<file path="src/design/nvm_pkg.sv">
// Contract
// - read location zero after any reset
// - signature match loads six address bytes
// - set address-loaded flag after sixth byte
// - signature mismatch leaves address and flag
// - reload command repeats the signature check
// - busy set starts op, cleared when done
// - read byte lands in data register
// - 30 ms without response sets timeout
// - erase clears the addressed location
// - erase-all clears the whole array
// - read fetches the addressed location
// - write stores data at addressed location
// - write-all stores data everywhere
// - 10 clocks short ops, 18 long
// - array is 128 byte locations
// - disabled interface turns pins into outputs
package nvm_pkg;

  // timing
  localparam int unsigned CLK_NS     = 5;         // pclk period
  localparam int unsigned SK_HALF_NS = 500;       // serial clock half period
  localparam int unsigned TMO_MS     = 30;        // response timeout
  localparam int unsigned NS_PER_MS  = 1000000;
  localparam logic [7:0]  SK_HALF    = 8'((SK_HALF_NS + CLK_NS - 1) / CLK_NS);
  localparam int unsigned TMO_CYC    = TMO_MS * NS_PER_MS / CLK_NS;
  localparam int unsigned TCNT_W     = 23;        // timeout counter width

  // apb register byte offsets
  localparam logic [7:0] OFS_CMD  = 8'h00;        // nvm_command_register
  localparam logic [7:0] OFS_DATA = 8'h04;        // nvm_data_register
  localparam logic [7:0] OFS_SAL  = 8'h08;        // station_addr_low
  localparam logic [7:0] OFS_SAH  = 8'h0C;        // station_addr_high
  localparam logic [7:0] OFS_PIN  = 8'h10;        // pin configuration

  // command register fields
  localparam int CMD_BUSY   = 31;                 // op_pending_bit
  localparam int CMD_OP_MSB = 30;                 // op_code_field
  localparam int CMD_OP_LSB = 28;
  localparam int CMD_TMO    = 9;                  // response_timeout_flag
  localparam int CMD_LD     = 8;                  // addr_loaded_flag
  localparam int LOC_W      = 7;                  // location_field width

  // pin configuration fields
  localparam int PIN_DIS = 0;                     // interface disabled
  localparam int PIN_MON = 1;                     // pins show media monitors
  localparam int PIN_GD  = 2;                     // general output, data pin
  localparam int PIN_GC  = 3;                     // general output, clock pin

  // host operation codes
  localparam logic [2:0] OP_READ       = 3'h0;
  localparam logic [2:0] OP_EW_DIS     = 3'h1;
  localparam logic [2:0] OP_EW_EN      = 3'h2;
  localparam logic [2:0] OP_WRITE      = 3'h3;
  localparam logic [2:0] OP_WRITE_ALL  = 3'h4;
  localparam logic [2:0] OP_ERASE      = 3'h5;
  localparam logic [2:0] OP_ERASE_ALL  = 3'h6;
  localparam logic [2:0] OP_RELOAD     = 3'h7;

  // serial frame layout and codes
  localparam int         FRAME_W   = 18;
  localparam int         FR_A_MSB  = 14;          // address bits in frame
  localparam int         FR_A_LSB  = 8;
  localparam logic [0:0] START_BIT = 1'h1;
  localparam logic [1:0] SO_READ   = 2'h2;
  localparam logic [1:0] SO_WRITE  = 2'h1;
  localparam logic [1:0] SO_ERASE  = 2'h3;
  localparam logic [1:0] SO_EXT    = 2'h0;        // extended opcode group
  localparam logic [6:0] EX_EW_DIS = 7'h00;
  localparam logic [6:0] EX_WR_ALL = 7'h20;
  localparam logic [6:0] EX_ER_ALL = 7'h40;
  localparam logic [6:0] EX_EW_EN  = 7'h60;
  localparam logic [7:0] NO_DATA   = 8'h00;
  localparam logic [4:0] FRAME_LONG  = 5'h12;     // 18 clocks
  localparam logic [4:0] FRAME_SHORT = 5'h0A;     // 10 clocks
  localparam logic [4:0] DATA_BITS   = 5'h08;
  localparam logic [4:0] BIT_LAST    = 5'h01;

  // address auto-load
  localparam logic [7:0] SIG      = 8'hA5;        // presence signature
  localparam logic [6:0] SIG_LOC  = 7'h00;
  localparam logic [2:0] LD_SIG   = 3'h0;         // load step reading signature
  localparam logic [2:0] SA_BYTES = 3'h6;

  // controller states, one-hot
  typedef enum logic [3:0] {
    ST_IDLE  = 4'h1,
    ST_SHIFT = 4'h2,
    ST_GAP   = 4'h4,
    ST_POLL  = 4'h8
  } nvm_state_e;

  // operation uses the 18-clock frame
  function automatic logic op_long(input logic [2:0] op);
    return (op == OP_READ) || (op == OP_WRITE) || (op == OP_WRITE_ALL);
  endfunction

  // operation programs the array and must be polled
  function automatic logic op_polls(input logic [2:0] op);
    return (op == OP_WRITE) || (op == OP_WRITE_ALL) || (op == OP_ERASE) || (op == OP_ERASE_ALL);
  endfunction

  // left-aligned serial frame, msb first
  function automatic logic [FRAME_W-1:0] frame_f(input logic [2:0] op, input logic [6:0] loc,
                                                  input logic [7:0] d);
    logic [FRAME_W-1:0] f;
    f = '0;
    case (op)
      OP_READ:      f = {START_BIT, SO_READ, loc, NO_DATA};
      OP_WRITE:     f = {START_BIT, SO_WRITE, loc, d};
      OP_ERASE:     f = {START_BIT, SO_ERASE, loc, NO_DATA};
      OP_ERASE_ALL: f = {START_BIT, SO_EXT, EX_ER_ALL, NO_DATA};
      OP_WRITE_ALL: f = {START_BIT, SO_EXT, EX_WR_ALL, d};
      OP_EW_EN:     f = {START_BIT, SO_EXT, EX_EW_EN, NO_DATA};
      OP_EW_DIS:    f = {START_BIT, SO_EXT, EX_EW_DIS, NO_DATA};
      default:      f = '0;
    endcase
    return f;
  endfunction

endpackage

</file>
<file path="src/design/nvm_ctrl.sv">
// Register access over APB and the register addresses were decided locally.
module nvm_ctrl
  import nvm_pkg::*;
#(
  parameter int unsigned TMO_CYCLES = TMO_CYC  // response timeout in pclk cycles
) (
  // clock and reset
  input  wire logic        pclk,
  input  wire logic        presetn,
  // apb slave
  input  wire logic        psel,
  input  wire logic        penable,
  input  wire logic        pwrite,
  input  wire logic [7:0]  paddr,
  input  wire logic [31:0] pwdata,
  output logic      [31:0] prdata,
  output logic             pready,
  output logic             pslverr,
  // serial eeprom pins
  output logic             nvm_cs,
  output logic             serial_clock_pin,
  output logic             serial_data_pin_out,
  output logic             serial_data_pin_oe_n,
  input  wire logic        serial_data_pin_in,
  // media monitor sources for the pins
  input  wire logic        media_mon_data,
  input  wire logic        media_mon_clk
);

  // whole controller state
  typedef struct packed {
    nvm_state_e         st;       // sequencer state
    logic               busy;     // op_pending_bit
    logic [2:0]         opc;      // op_code_field
    logic [LOC_W-1:0]   loc;      // location_field
    logic               tmo;      // response_timeout_flag
    logic               loaded;   // addr_loaded_flag
    logic [7:0]         data;     // nvm_data_register
    logic [47:0]        sa;       // station address
    logic [3:0]         pcfg;     // pin configuration
    logic               ld;       // address load in progress
    logic [2:0]         ldi;      // load step
    logic [4:0]         bitc;     // frame bits left
    logic               lng;      // long frame
    logic               rd_op;    // frame returns data
    logic               poll_op;  // frame needs ready poll
    logic [FRAME_W-1:0] sh;       // outgoing frame
    logic [7:0]         rx;       // incoming byte
    logic [7:0]         div;      // half period counter
    logic               sk;       // serial clock
    logic               cs;       // chip select
    logic               dout;     // serial data out
    logic               doe_n;    // data driven when low
    logic [TCNT_W-1:0]  tcnt;     // response timer
    logic [4:0]         ec;       // serial clock rises in frame
    logic [31:0]        prdata;   // apb read data
    logic               pready;   // apb ready
    logic               pslverr;  // apb error
    logic               pin_c;    // clock pin
    logic               pin_d;    // data pin
    logic               pin_oe_n; // data pin enable
    logic               pin_cs;   // chip select pin
  } nvm_q_s;

  // reset image: boot load starts at once
  localparam nvm_q_s RST_Q = '{
    st:       ST_IDLE,
    busy:     1'b1,
    ld:       1'b1,
    doe_n:    1'b1,
    pin_oe_n: 1'b1,
    default:  '0
  };

  nvm_q_s q;        // registered state
  nvm_q_s next_q;   // next state
  logic   din;      // synchronised data pin
  logic   fin;      // operation ends this cycle
  logic   tmo_hit;  // response timer expired
  logic   go;       // host start accepted
  logic   wr;       // apb write takes effect

  // data pin crosses into pclk domain
  nvm_sync u_din_sync (
    .clk   (pclk),
    .rst_n (presetn),
    .d     (serial_data_pin_in),
    .q     (din)
  );

  // address hit test
  function automatic logic reg_hit(input logic [7:0] a);
    return (a == OFS_CMD) || (a == OFS_DATA) || (a == OFS_SAL) || (a == OFS_SAH) || (a == OFS_PIN);
  endfunction

  // next-state logic
  always_comb begin
    logic [2:0]  op;
    logic [31:0] v;
    op      = OP_READ;
    v       = '0;
    next_q  = q;
    fin     = 1'b0;
    tmo_hit = 1'b0;
    go      = 1'b0;
    wr      = psel && penable && q.pready && pwrite;

    // apb setup phase: answer in the first access cycle
    next_q.pready  = 1'b0;
    next_q.pslverr = 1'b0;
    if (psel && !penable) begin
      next_q.pready  = 1'b1;
      next_q.pslverr = !reg_hit(paddr);
      case (paddr)
        OFS_CMD: begin
          v[CMD_BUSY]                  = q.busy;
          v[CMD_OP_MSB:CMD_OP_LSB]     = q.opc;
          v[CMD_TMO]                   = q.tmo;
          v[CMD_LD]                    = q.loaded;
          v[LOC_W-1:0]                 = q.loc;
        end
        OFS_DATA: v[7:0]  = q.data;
        OFS_SAL:  v       = q.sa[31:0];
        OFS_SAH:  v[15:0] = q.sa[47:32];
        OFS_PIN:  v[3:0]  = q.pcfg;
        default:  v       = '0;   // unmapped reads zero
      endcase
      next_q.prdata = v;
    end

    // apb write at the completing edge
    if (wr) begin
      case (paddr)
        OFS_CMD: begin
          // timeout flag clears on a one
          if (pwdata[CMD_TMO]) begin
            next_q.tmo = 1'b0;
          end
          // command fields frozen while busy
          if (!q.busy) begin
            next_q.opc = pwdata[CMD_OP_MSB:CMD_OP_LSB];
            next_q.loc = pwdata[LOC_W-1:0];
            if (pwdata[CMD_BUSY]) begin
              go          = 1'b1;
              next_q.busy = 1'b1;
              if (pwdata[CMD_OP_MSB:CMD_OP_LSB] == OP_RELOAD) begin
                next_q.ld     = 1'b1;
                next_q.ldi    = LD_SIG;
                next_q.loaded = 1'b0;
              end
            end
          end
        end
        OFS_DATA: begin
          // data is held while an op runs
          if (!q.busy) begin
            next_q.data = pwdata[7:0];
          end
        end
        OFS_SAL: next_q.sa[31:0]  = pwdata;
        OFS_SAH: next_q.sa[47:32] = pwdata[15:0];
        OFS_PIN: next_q.pcfg      = pwdata[3:0];
        default: ;   // unmapped writes ignored
      endcase
    end

    // serial sequencer
    unique case (q.st)
      ST_IDLE: begin
        // launch a host op or the next load read
        if (q.busy) begin
          op             = q.ld ? OP_READ : q.opc;
          next_q.sh      = frame_f(op, q.ld ? {4'h0, q.ldi} : q.loc, q.data);
          next_q.lng     = op_long(op);
          next_q.bitc    = op_long(op) ? FRAME_LONG : FRAME_SHORT;
          next_q.rd_op   = (op == OP_READ);
          next_q.poll_op = op_polls(op);
          next_q.st      = ST_SHIFT;
          next_q.cs      = 1'b1;
          next_q.sk      = 1'b0;
          next_q.dout    = START_BIT;
          next_q.doe_n   = 1'b0;
          next_q.div     = SK_HALF - 8'h01;
          next_q.tcnt    = '0;
          next_q.ec      = '0;
          next_q.rx      = '0;
        end
      end
      ST_SHIFT: begin
        if (q.div != 8'h00) begin
          next_q.div = q.div - 8'h01;
        end else begin
          next_q.div = SK_HALF - 8'h01;
          if (!q.sk) begin
            // rising edge
            next_q.sk = 1'b1;
            next_q.ec = q.ec + 5'h01;
          end else begin
            // falling edge: sample data, present next bit
            next_q.sk = 1'b0;
            if (q.rd_op && (q.bitc <= DATA_BITS)) begin
              next_q.rx = {q.rx[6:0], din};
            end
            next_q.sh   = {q.sh[FRAME_W-2:0], 1'b0};
            next_q.dout = q.sh[FRAME_W-2];
            next_q.bitc = q.bitc - 5'h01;
            // let the device drive its data bits
            if (q.rd_op && ((q.bitc - 5'h01) <= DATA_BITS)) begin
              next_q.doe_n = 1'b1;
            end
            // frame done: drop select briefly
            if (q.bitc == BIT_LAST) begin
              next_q.st    = ST_GAP;
              next_q.cs    = 1'b0;
              next_q.doe_n = 1'b1;
            end
          end
        end
      end
      ST_GAP: begin
        // select low for one half period
        if (q.div != 8'h00) begin
          next_q.div = q.div - 8'h01;
        end else if (q.poll_op) begin
          next_q.st  = ST_POLL;
          next_q.cs  = 1'b1;
          // settle time before polling, so the synchroniser drops the released gap level
          next_q.div = SK_HALF - 8'h01;
        end else begin
          fin = 1'b1;
        end
      end
      ST_POLL: begin
        // din still shows the released gap level for the first two settle cycles, while the synchroniser catches up
        if (q.div != 8'h00) begin
          next_q.div = q.div - 8'h01;
        end else if (din) begin
          // device pulls data high when ready
          fin = 1'b1;
        end
      end
    endcase

    // response timer runs from op start
    if (q.st != ST_IDLE) begin
      if (q.tcnt == TCNT_W'(TMO_CYCLES - 1)) begin
        tmo_hit    = 1'b1;
        fin        = 1'b1;
        next_q.tmo = 1'b1;
      end else begin
        next_q.tcnt = q.tcnt + {{(TCNT_W-1){1'b0}}, 1'b1};
      end
    end

    // end of operation
    if (fin) begin
      next_q.st    = ST_IDLE;
      next_q.cs    = 1'b0;
      next_q.sk    = 1'b0;
      next_q.doe_n = 1'b1;
      if (q.ld && !tmo_hit) begin
        if (q.ldi == LD_SIG) begin
          if (q.rx != SIG) begin
            // no signature: leave address and flag
            next_q.ld   = 1'b0;
            next_q.busy = 1'b0;
          end else begin
            next_q.ldi = q.ldi + 3'h1;
          end
        end else begin
          next_q.sa[(int'(q.ldi) - 1) * 8 +: 8] = q.rx;
          if (q.ldi == SA_BYTES) begin
            next_q.loaded = 1'b1;
            next_q.ld     = 1'b0;
            next_q.busy   = 1'b0;
          end else begin
            next_q.ldi = q.ldi + 3'h1;
          end
        end
      end else begin
        next_q.ld   = 1'b0;
        next_q.busy = 1'b0;
        if (!q.ld && q.rd_op && !tmo_hit) begin
          next_q.data = q.rx;
        end
      end
    end

    // pin multiplexer
    if (q.pcfg[PIN_DIS]) begin
      next_q.pin_c    = q.pcfg[PIN_MON] ? media_mon_clk : q.pcfg[PIN_GC];
      next_q.pin_d    = q.pcfg[PIN_MON] ? media_mon_data : q.pcfg[PIN_GD];
      next_q.pin_oe_n = 1'b0;
      next_q.pin_cs   = 1'b0;
    end else begin
      next_q.pin_c    = next_q.sk;
      next_q.pin_d    = next_q.dout;
      next_q.pin_oe_n = next_q.doe_n;
      next_q.pin_cs   = next_q.cs;
    end
  end

  // state register
  always_ff @(posedge pclk or negedge presetn) begin
    if (!presetn) begin
      q <= RST_Q;
    end else begin
      q <= next_q;
    end
  end

  // outputs straight from flops
  assign prdata               = q.prdata;
  assign pready               = q.pready;
  assign pslverr              = q.pslverr;
  assign nvm_cs               = q.pin_cs;
  assign serial_clock_pin     = q.pin_c;
  assign serial_data_pin_out  = q.pin_d;
  assign serial_data_pin_oe_n = q.pin_oe_n;
endmodule // nvm_ctrl

</file>
<file path="src/design/nvm_sync.sv">
module nvm_sync (
  // clock and reset
  input  wire logic clk,
  input  wire logic rst_n,
  // level from outside, and its synchronised copy
  input  wire logic d,
  output logic      q
);

  logic [1:0] r;  // r[0] is read only by r[1]

  // two-stage synchroniser
  always_ff @(posedge clk or negedge rst_n) begin
    if (!rst_n) begin
      r <= 2'h0;
    end else begin
      r <= {r[0], d};
    end
  end

  assign q = r[1];

endmodule // nvm_sync

</file>
<file path="config.mk">
export PLATFORM = sky130hd
export DESIGN_NAME = nvm_ctrl
export DESIGN_NICKNAME = d
export VERILOG_FILES = /design/src/design/nvm_pkg.sv /design/src/design/nvm_ctrl.sv /design/src/design/nvm_sync.sv
export SDC_FILE = /design/constraint.sdc
export NUM_CORES = 1
export LEC_CHECK = 0
export ABC_AREA = 1
export BUFFER_PORTS_ARGS = -buffer_cell sky130_fd_sc_hd__buf_2
export CAP_MARGIN = 30
export CORE_MARGIN = 4
export CORE_UTILIZATION = 60
export DETAILED_ROUTE_END_ITERATION = 10
export GPL_TIMING_DRIVEN = 0
export PLACE_DENSITY = 0.8
export RECOVER_POWER = 50
export SYNTH_ARGS = -nofsm -noshare
export SYNTH_HDL_FRONTEND = slang
export SYNTH_SLANG_ARGS = --single-unit
</file>
<file path="constraint.sdc">
create_clock -name pclk -period 8.5 [get_ports pclk]
set_input_delay 1.7 -clock pclk [delete_from_list [all_inputs] [get_ports pclk]]
set_output_delay 1.7 -clock pclk [all_outputs]
set_load 0.02 [all_outputs]
</file>
* Word level (Yosys, flattened, before mapping) *
Cells that the tools add are included.

word-level totals
  register bits = 189
  latch bits = 0
  bits in writable memories = 0
  memory bits (read-only) = 0
  input bits = 48
  output and inout bits = 38
  logic and storage cells = 210
  memories kept = 0

operators by class
  $add $sub $neg = 6
  multiply operators = 0
  divide/modulo/power cells = 0
  magnitude comparators = 2
  equal/unequal tests = 32
  shifts and indexed selects = 2
  muxes and demuxes = 101
  bitwise logic cells = 1
  reduce and logical (&&, ||, !) cells = 35

operator list
  kind                     number
  $pmux 18 s7              1
  $mux 48                  2
  $mux 77                  1
  $mux 74                  1
  $mux 8                   9
  $mux 23                  3
  $mux 4                   15
  $mux 57                  1
  $mux 25                  2
  $pmux 25 s2              1
  $bwmux 48                1
  $shift 8x33->48 const A  1
  $shiftx 8x33->48         1
  $mux 1                   34
  $neg 7->33               1
  $mux 32                  1
  $pmux 8 s4               1
  $add 23x1->23 const B    1
  $eq 23x23->1 const B     1
  $ne 3x3->1 const B       7
  $mux 5                   4
  $pmux 4 s5               1
  $eq 8x4->1 const B       2
  $mux 16                  1
  other kinds (47)         86

* Longest topological paths before layout *
Gate-level depths: netlist of run 1.

  depth in word-level cells = 10
  mapped depth = 19
  gate-level depth less buffers = 17

* Cells and area by module *
A second synthesis of run 1 with hierarchy kept.

unflattened totals
  cell total of the unflattened synthesis = 1470
  area total of the unflattened synthesis = 10985.5 um^2

by module, submodules not included
  module    times used  cells each  area an instance (um^2)  seq. area each (um^2)
  nvm_ctrl  1           1468        10935.5                  4660.7
  nvm_sync  1           2           50.0                     50.0

* Least setup slack after synthesis of run 1 *
No wires, ideal clock.

  path type = reg-to-reg
  start = register q[112] (netlist bit)
  end = register q[160] (netlist bit)
  setup time = 66 ps
  arrival = 3064 ps
  required time = 8434 ps
  setup slack = 5370 ps
  cell stages (with the launch flop) = 18
  buffers on the path = 4
  clock period less this slack = 3130 ps
  cell sequence = dfrtp_1 clkbuf_2 inv_1 buf_1 ha_1 xnor2_1 nand2_1 nor2_1 ha_1 buf_2 nor2_1 nand3b_1 nand2_1 nand4_1 nor2_4 buf_2 nand4_1 nand2_1

RTL lines
  element                   line             source
  start: declaration        nvm_ctrl.sv:75   nvm_q_s q;
  start signal: assignment  nvm_ctrl.sv:308  q <= next_q;

==> summary.txt, run 1 <==
Die
  • I/O pin cnt: 86
  • Die width: around 140 um
  • # rows: 49
  • Initial Utilization: 60.8%
  • Die height: 143 um
  • Core area: 17,900 um^2
  • Full die area: roughly 20,000 um^2

Critical path
  • Worst R2R Setup Slack: 4.54 ns
  • Critical Path RT: 8.00 ns
  • R2R depth: 17
  • Slowest cell on crit path: clkbuf_1
  • Critical path class: in2async
  • Critical-path cell list: clkbuf_1
  • CP Launch Type: input port
  • Reg-to-reg endpoint: q[163]$_DFF_PN0_
  • Sum of buffers and inverters on the critical path: 1
  • Reg2Reg Launch Point: q[112]$_DFF_PN0_
  • Crit path max fanout: 81
  • Endpoint class of the critical path: asynchronous set/reset pin
  • Largest delay share family, worst path: buffers and inverters
  • CP arrival: 4.83 ns
  • CP max stage delay: approximately 3.0 ns

Cells and area
  • Layout cells sized above 1: approximately an eighth
  • Antenna Cells: 0
  • Utilization after layout: 68.1%
  • Layout fillers: 1,547
  • Synth-to-layout area growth: 11.9%
  • Design area: 12,200 um^2
  • Nets: 1,672

STA
  • Final Slew Violations: 81
  • Clock Skews: around 0.015 ns
  • Achievable Freq: 188 MHz
  • Slew headroom: -194%
  • Final hold violation count: 0
  • Finish-stage setup viols: 0
  • Fin crit period: 5.33 ns
  • RSZ-0062 raised after global routing: false
  • Setup tns final: 0 ns
  • Fin Hold WS: about 0.35 ns
  • Tcrit/Tclk final: approximately 63%
  • Slew @ Worst Pin: between 4 and 5 ns

CTS
  • Clk_lat worst skew: 0.44 ns
  • Setup repair bufs after CTS: 0
  • Clk slew on worst S/H paths: roughly 0.070 ns
  • Num CTS Buffers: 17
  • CTS max path bufs: 2
  • # clock sinks: 188
  • Cts hold-fix bufs: 0
  • CTS tree: built
  • Clock root buffer: clkbuf_16
  • CTS-repair resized insts: 0
  • CTS H-tree lvls: 4

Place
  • # port buffers: 85
  • Placer Congestion: 0.933
  • Dpl hpwl: 22,700 um
  • Cell area after placement: 11,600 um^2

Flow run
  • Number of max-cap violations: 1

Power
  • Int Power: 0.00142 W
  • Leak: ~6.2 nW
  • Sw frac: 23.4%
  • P per Cell Area: 152 nW/um^2
  • Clock power frac: 45.5%
  • Peak VDD IR: 0.155 mV
  • Flop pwr share: 49.2%
  • Comb pwr share: 5.3%
  • Psw: 0.000434 W

GRT
  • Total GRT Usage: 31.1%
  • Antenna violations before repair: 0
  • First-pass GRT wire length: 50,500 um
  • Largest net degree at the start of global routing: 109
  • Grt total ovfl: 0
  • Number of global-route vias before repair: 9,845

Logic synthesis
  • Avg Cell Area, Syn: 7.24 um^2
  • Top post-synthesis cells by count: 475 x nand2_1, 183 x dfrtp_1, 148 x inv_1
  • Sequential element share of the synthesized area: a little over two fifths
  • Post-synth top area cell: dfrtp_1
  • Most frequent cell after synthesis: nand2_1
  • EDFF count, synth: 0
  • Synth top area share: 42.0%
  • Ranking of synthesized cells by area: dfrtp_1 42%, nand2_1 16%, o21ai_0 5.4%, inv_1 5.1%, nand3_1 4.9%
  • FFs w/ async S/R, synth: 100%
  • Synth Register Bits: between 150 and 200
  • Mapped Cells: 1,505
  • Synthesized area: approximately 11,000 um^2
  • Yosys cell types: 47
  • Most used DFF post-synth: dfrtp_1
  • Syn_nets: 1,567
  • Ys Warns: 0

Hold path
  • Hold Path Class: reg2reg
  • Worst hold endpoint: u_din_sync.r[1]$_DFF_PN0_
  • Hold_sp: u_din_sync.r[0]$_DFF_PN0_
  • Hold Path Stages: 0

Route
  • Number of remaining DRC errors: 0
  • Via Count: 10.7k
  • Drt wl/cell: 16.9 um
  • DRT iter0 DRCs: 1,374
  • Routed WL: 31,200 um
  • Detailed Routing Iterations Pass 1: 8
  • Post-route ant nets: 0
  • Via density: 5.76

Run status
  • Failing checks: capacitance limit, slew limit
  • Status: complete, but fails checks
-- final cells by class --
cell class                      instances  area (um^2)  area share, %
Multi-Input combinational cell       1078         5060           41.5
Sequential cell                       188         4710           38.6
Inverter                              155          582           4.77
Buffer                                 84          489           4.01
Clock buffer                           19          453           3.72
Timing Repair Buffer                   86          452           3.70
Tap cell                              229          287           2.35
Clock inverter                         12          159           1.30
-- worst max path at each step --
stage                                 from                endpoint  slack, ns  cells past startpoint
after detailed placement  q[112]$_DFF_PN0_        q[163]$_DFF_PN0_       4.66                     17
after global routing               presetn         q[60]$_DFF_PN0_       2.25                      1
after CTS                 q[112]$_DFF_PN0_        q[163]$_DFF_PN0_       4.62                     17
after global placement             presetn  prdata[18]$_DFFE_PN0P_       2.66                      1
final                              presetn        q[156]$_DFF_PN0_       3.17                      1
after floorplan           q[112]$_DFF_PN0_        q[160]$_DFF_PN0_       5.37                     17
-- state kept, by name, indices dropped and copies added (netlist names) --
register and flops:
serial_data_pin_out 1, pslverr 1, prdata 32, serial_clock_pin 1
pready 1, q 148, serial_data_pin_oe_n 1, u_din_sync.r 2
nvm_cs 1
-- power groups by stage --
stage	Combinational [W]	Sequential [W]	Clock, W
finish	0.0000982	0.000912	0.000843
global route	0.000109	0.000913	0.000886
CTS	0.0000990	0.000912	0.000847
detailed placement	0.0000984	0.000929	0
global placement	0.0000952	0.000929	0
floorplan	0.0000467	0.000928	0
-- routing by layer --
layer | vias up | share of wire, % | track usage, %
met5 | - | 0 | 0
li1 | 5069 | - | -
met4 | 0 | 2.8 | 10.2
met1 | 4958 | 43 | 44.7
met2 | 562 | 44 | 46.5
met3 | 72 | 11 | 8.07
-- layout by cell type (no fill, tap or decap), types with 4 or more instances in the layout --
| cell type | instances |
|---|---|
| o211ai_1 | 8 |
| dfrtp_1 | 183 |
| inv_1 | 149 |
| inv_2 | 4 |
| ha_1 | 14 |
| nor3_1 | 15 |
| nand2_1 | 477 |
| clkbuf_1 | 27 |
| nor2_2 | 5 |
| nand3_1 | 106 |
| xnor2_1 | 4 |
| o31ai_1 | 6 |
| a22oi_1 | 4 |
| nand3_2 | 7 |
| nor2_4 | 6 |
| nand2_2 | 5 |
| buf_2 | 102 |
| clkinvlp_4 | 4 |
| nor2_1 | 139 |
| buf_4 | 34 |
| o21ai_1 | 25 |
| nand4_1 | 52 |
| o21ai_0 | 118 |
| a31oi_1 | 4 |
| clkbuf_16 | 17 |
| nor4_1 | 8 |
| xor2_1 | 6 |
| a21oi_1 | 48 |
-- cell families after synthesis --
logic type | Yosys count | share of synthesized area, %
DFF | 188 | 43.3
buffers and inverters | 239 | 9.95
adders and majority gates | 14 | 1.61
xor gates and xnor gates | 10 | 0.804
AOI/OAI and AO/OA | 222 | 11.0
and+or+nand+nor | 832 | 33.4
-- per-stage QoR --
step	setup slack [ns]	cells	power (W)
6_report	3.17	1851	0.00185
5_1_grt	2.25	1851	0.00191
4_1_cts	4.62	1851	0.00186
3_5_place_dp	4.66	1820	0.00103
3_3_place_gp	2.66	1819	0.00102
2_1_floorplan	5.37	1505	0.000974
Note: power is estimated with default switching activity, not from simulation.
==> run 2: changes to the inputs <==
- CORE_UTILIZATION: 60 -> 55
- PLACE_DENSITY: 0.8 -> 0.77
- clock period: 8.5 -> 4.43 ns (I/O delays scaled with it)
==> run 2 against run 1 <==
Register-to-register slack lost 4.0 ns. Sequential power rose by 92%. Die area up 8.6%. Worst hold slack lost 0.0037 ns. Combinational power is 92% higher. Critical path depth rose by 16. Clock-buffer cell count grew 3. Largest power group unchanged. First-iteration DRC count shrank 9.2%. Global-route usage fell by 3.3 points. Critical path type is now reg2reg. Non-clock buffer count rose by 1. The run still ends with capacitance limit, slew limit left. Highest routed layer unchanged.
==> summary.txt, run 2 (synthesis gave the netlist of run 1 again) <==
Cells and area
  • Layout cells sized above 1: a little over an eighth
  • Layout fillers: 1,738
  • Antenna Cells: 0
  • Commonest non-fill, non-tap cells in the layout: 475 x nand2_1, 183 x dfrtp_1, 148 x inv_1
  • Design area: 12,300 um^2
  • Register area: 4710 um^2
  • Biggest register: q
  • Max FFs per register: 148
  • Leading cell type in the layout, fill and taps excluded: nand2_1
  • Synth-to-layout area growth: 12.5%
  • Area of the multi-input gates: 5100 um^2
  • Nets: 1,673

Critical path
  • Worst R2R Setup Slack: 0.52 ns
  • CP Launch Type: register
  • Reg2Reg Launch Point: q[112]$_DFF_PN0_
  • CP arrival: 4.28 ns
  • Crit path max fanout: 12
  • Critical path class: reg2reg
  • Reg-to-reg endpoint: q[163]$_DFF_PN0_
  • CP startpoint: q[112]$_DFF_PN0_
  • Endpoint class of the critical path: register
  • Critical Path RT: 4.80 ns
  • R2R depth: 17

Power
  • Power Total: 0.00349 W
  • Peak VDD IR: approximately 0.26 mV
  • P per Cell Area: approximately 280 nW/um^2
  • Leak: 6.16 nW

Place
  • Cell area after placement: 11,700 um^2
  • Dpl hpwl: ~23,000 um
  • Pre-CTS WS: around 0.64 ns
  • # port buffers: between 80 and 90
  • Placer Congestion: 0.944

Die
  • Die width: 149 um
  • I/O pin cnt: 86
  • # rows: 51
  • Initial Utilization: 56.0%
  • Core area: about 19,000 um^2
  • Full die area: 22,100 um^2
  • Die height: 149 um

CTS
  • Clk_lat worst skew: 0.44 ns
  • Num CTS Buffers: 17
  • # clock sinks: about 190
  • CTS H-tree lvls: 4
  • Clock root buffer: clkbuf_16
  • Cts hold-fix bufs: 0
  • CTS-repair resized insts: 0
  • Clk slew on worst S/H paths: 0.07 ns
  • CTS tree: built
  • Setup repair bufs after CTS: 0
  • CTS max path bufs: 2

Route
  • Met1 Wirelength: 13,300 um
  • Drt wl/cell: 16.3 um
  • Via density: approximately 5.6
  • Post-route ant nets: 0
  • Met2 WL: 13,500 um
  • Routed WL: slightly above 30,000 um
  • Metal3 WL: 3140 um
  • Detailed Routing Iterations Pass 1: 6
  • Via Count: 10.5k
  • Top Metal Used: met4
  • Number of remaining DRC errors: 0
  • DRT iter0 DRCs: between 1k and 1.5k

GRT
  • Number of global-route vias before repair: 9,658
  • Largest net degree at the start of global routing: 120
  • Grt total ovfl: 0
  • Total GRT Usage: 27.8%
  • First-pass GRT wire length: 48,900 um
  • Antenna violations before repair: 0

STA
  • Achievable Freq: 256 MHz
  • Finish-stage setup viols: 0
  • Final hold violation count: 0
  • Fin crit period: between 3 and 4 ns
  • RSZ-0062 raised after global routing: false
  • Setup ws final: 0.525 ns
  • Setup tns final: 0 ns
  • Fin Hold WS: 0.347 ns
  • Tcrit/Tclk final: 88.2%
  • Slew headroom: -94.9%
  • Slew @ Worst Pin: just under 3 ns
  • Final Slew Violations: 119
  • Clock Skews: just under 0.01 ns

Hold path
  • Worst hold endpoint: u_din_sync.r[1]$_DFF_PN0_
  • Hold Path Stages: 0
  • Hold Path Class: reg2reg
  • Hold_sp: u_din_sync.r[0]$_DFF_PN0_

Run status
  • Status: complete, but fails checks
  • Failing checks: capacitance limit, slew limit

Flow run
  • Number of max-cap violations: 1
-- run 2: cell types whose count changed in the layout (fill, tap and decap cells not counted), sizes merged --
cell           delta
clkbuf           +10
bufinv            -1
inv               -1
buf               -7
clkdlybuf4s25     +1
clkinvlp          -2
clkinv            +1
-- run 2: how the worst max path moves through the flow --
| stage | end | slack [ns] | cells after the start |
|---|---|---|---|
| after floorplan | q[160]$_DFF_PN0_ | 1.30 | 17 |
| after global placement | prdata[18]$_DFFE_PN0P_ | -0.63 | 1 |
| after detailed placement | q[163]$_DFF_PN0_ | 0.64 | 17 |
| after CTS | q[163]$_DFF_PN0_ | 0.62 | 17 |
| after global routing | q[163]$_DFF_PN0_ | 0.21 | 17 |
| final | q[163]$_DFF_PN0_ | 0.52 | 17 |
-- run 2: metrics by stage --
stage	instances	util, %
global placement	1855	59.9
detailed placement	1857	60.2
CTS	1888	63.2
floorplan	1505	-
global route	1888	63.0
finish	1888	63.0
-- run 2: routing by layer --
layer | vias up | track usage (%)
li1 | 5062 | -
met1 | 4871 | 39.2
met2 | 533 | 41.8
met3 | 60 | 7.56
met4 | 0 | 9.19
met5 | - | 0
-- run 2: critical path, cell delays in order (launching register included) --
cell and delay (ns):
dfrtp_1 0.40, clkbuf_2 0.17, inv_1 0.16, buf_1 0.52, ha_1 0.31, xnor2_1 0.17
nand2_1 0.16, nor2_1 0.17, ha_1 0.25, buf_2 0.17, nor2_1 0.11, nand3b_1 0.10
nand2_1 0.09, nand4_1 0.19, nor2_4 0.28, buf_2 0.26, nand4_1 0.21, nand2_1 0.13
-- run 2: layout make-up --
| cell class | count | area share [%] |
|---|---|---|
| plain buffers | 84 | 4.08 |
| clock buffers | 22 | 3.87 |
| clock inverters | 9 | 0.909 |
| inverters | 155 | 4.75 |
| multi-input cells | 1078 | 41.6 |
| flip-flops and latches | 188 | 38.4 |
| well taps | 265 | 2.71 |
| repair buffers | 87 | 3.65 |
-- run 2: power breakdown --
group / internal [W] / total, W / switching, W
clock: 0.000877 / 0.00155 / 0.000675
combinational: 0.0000645 / 0.000189 / 0.000124
sequential: 0.00174 / 0.00175 / 0.0000126
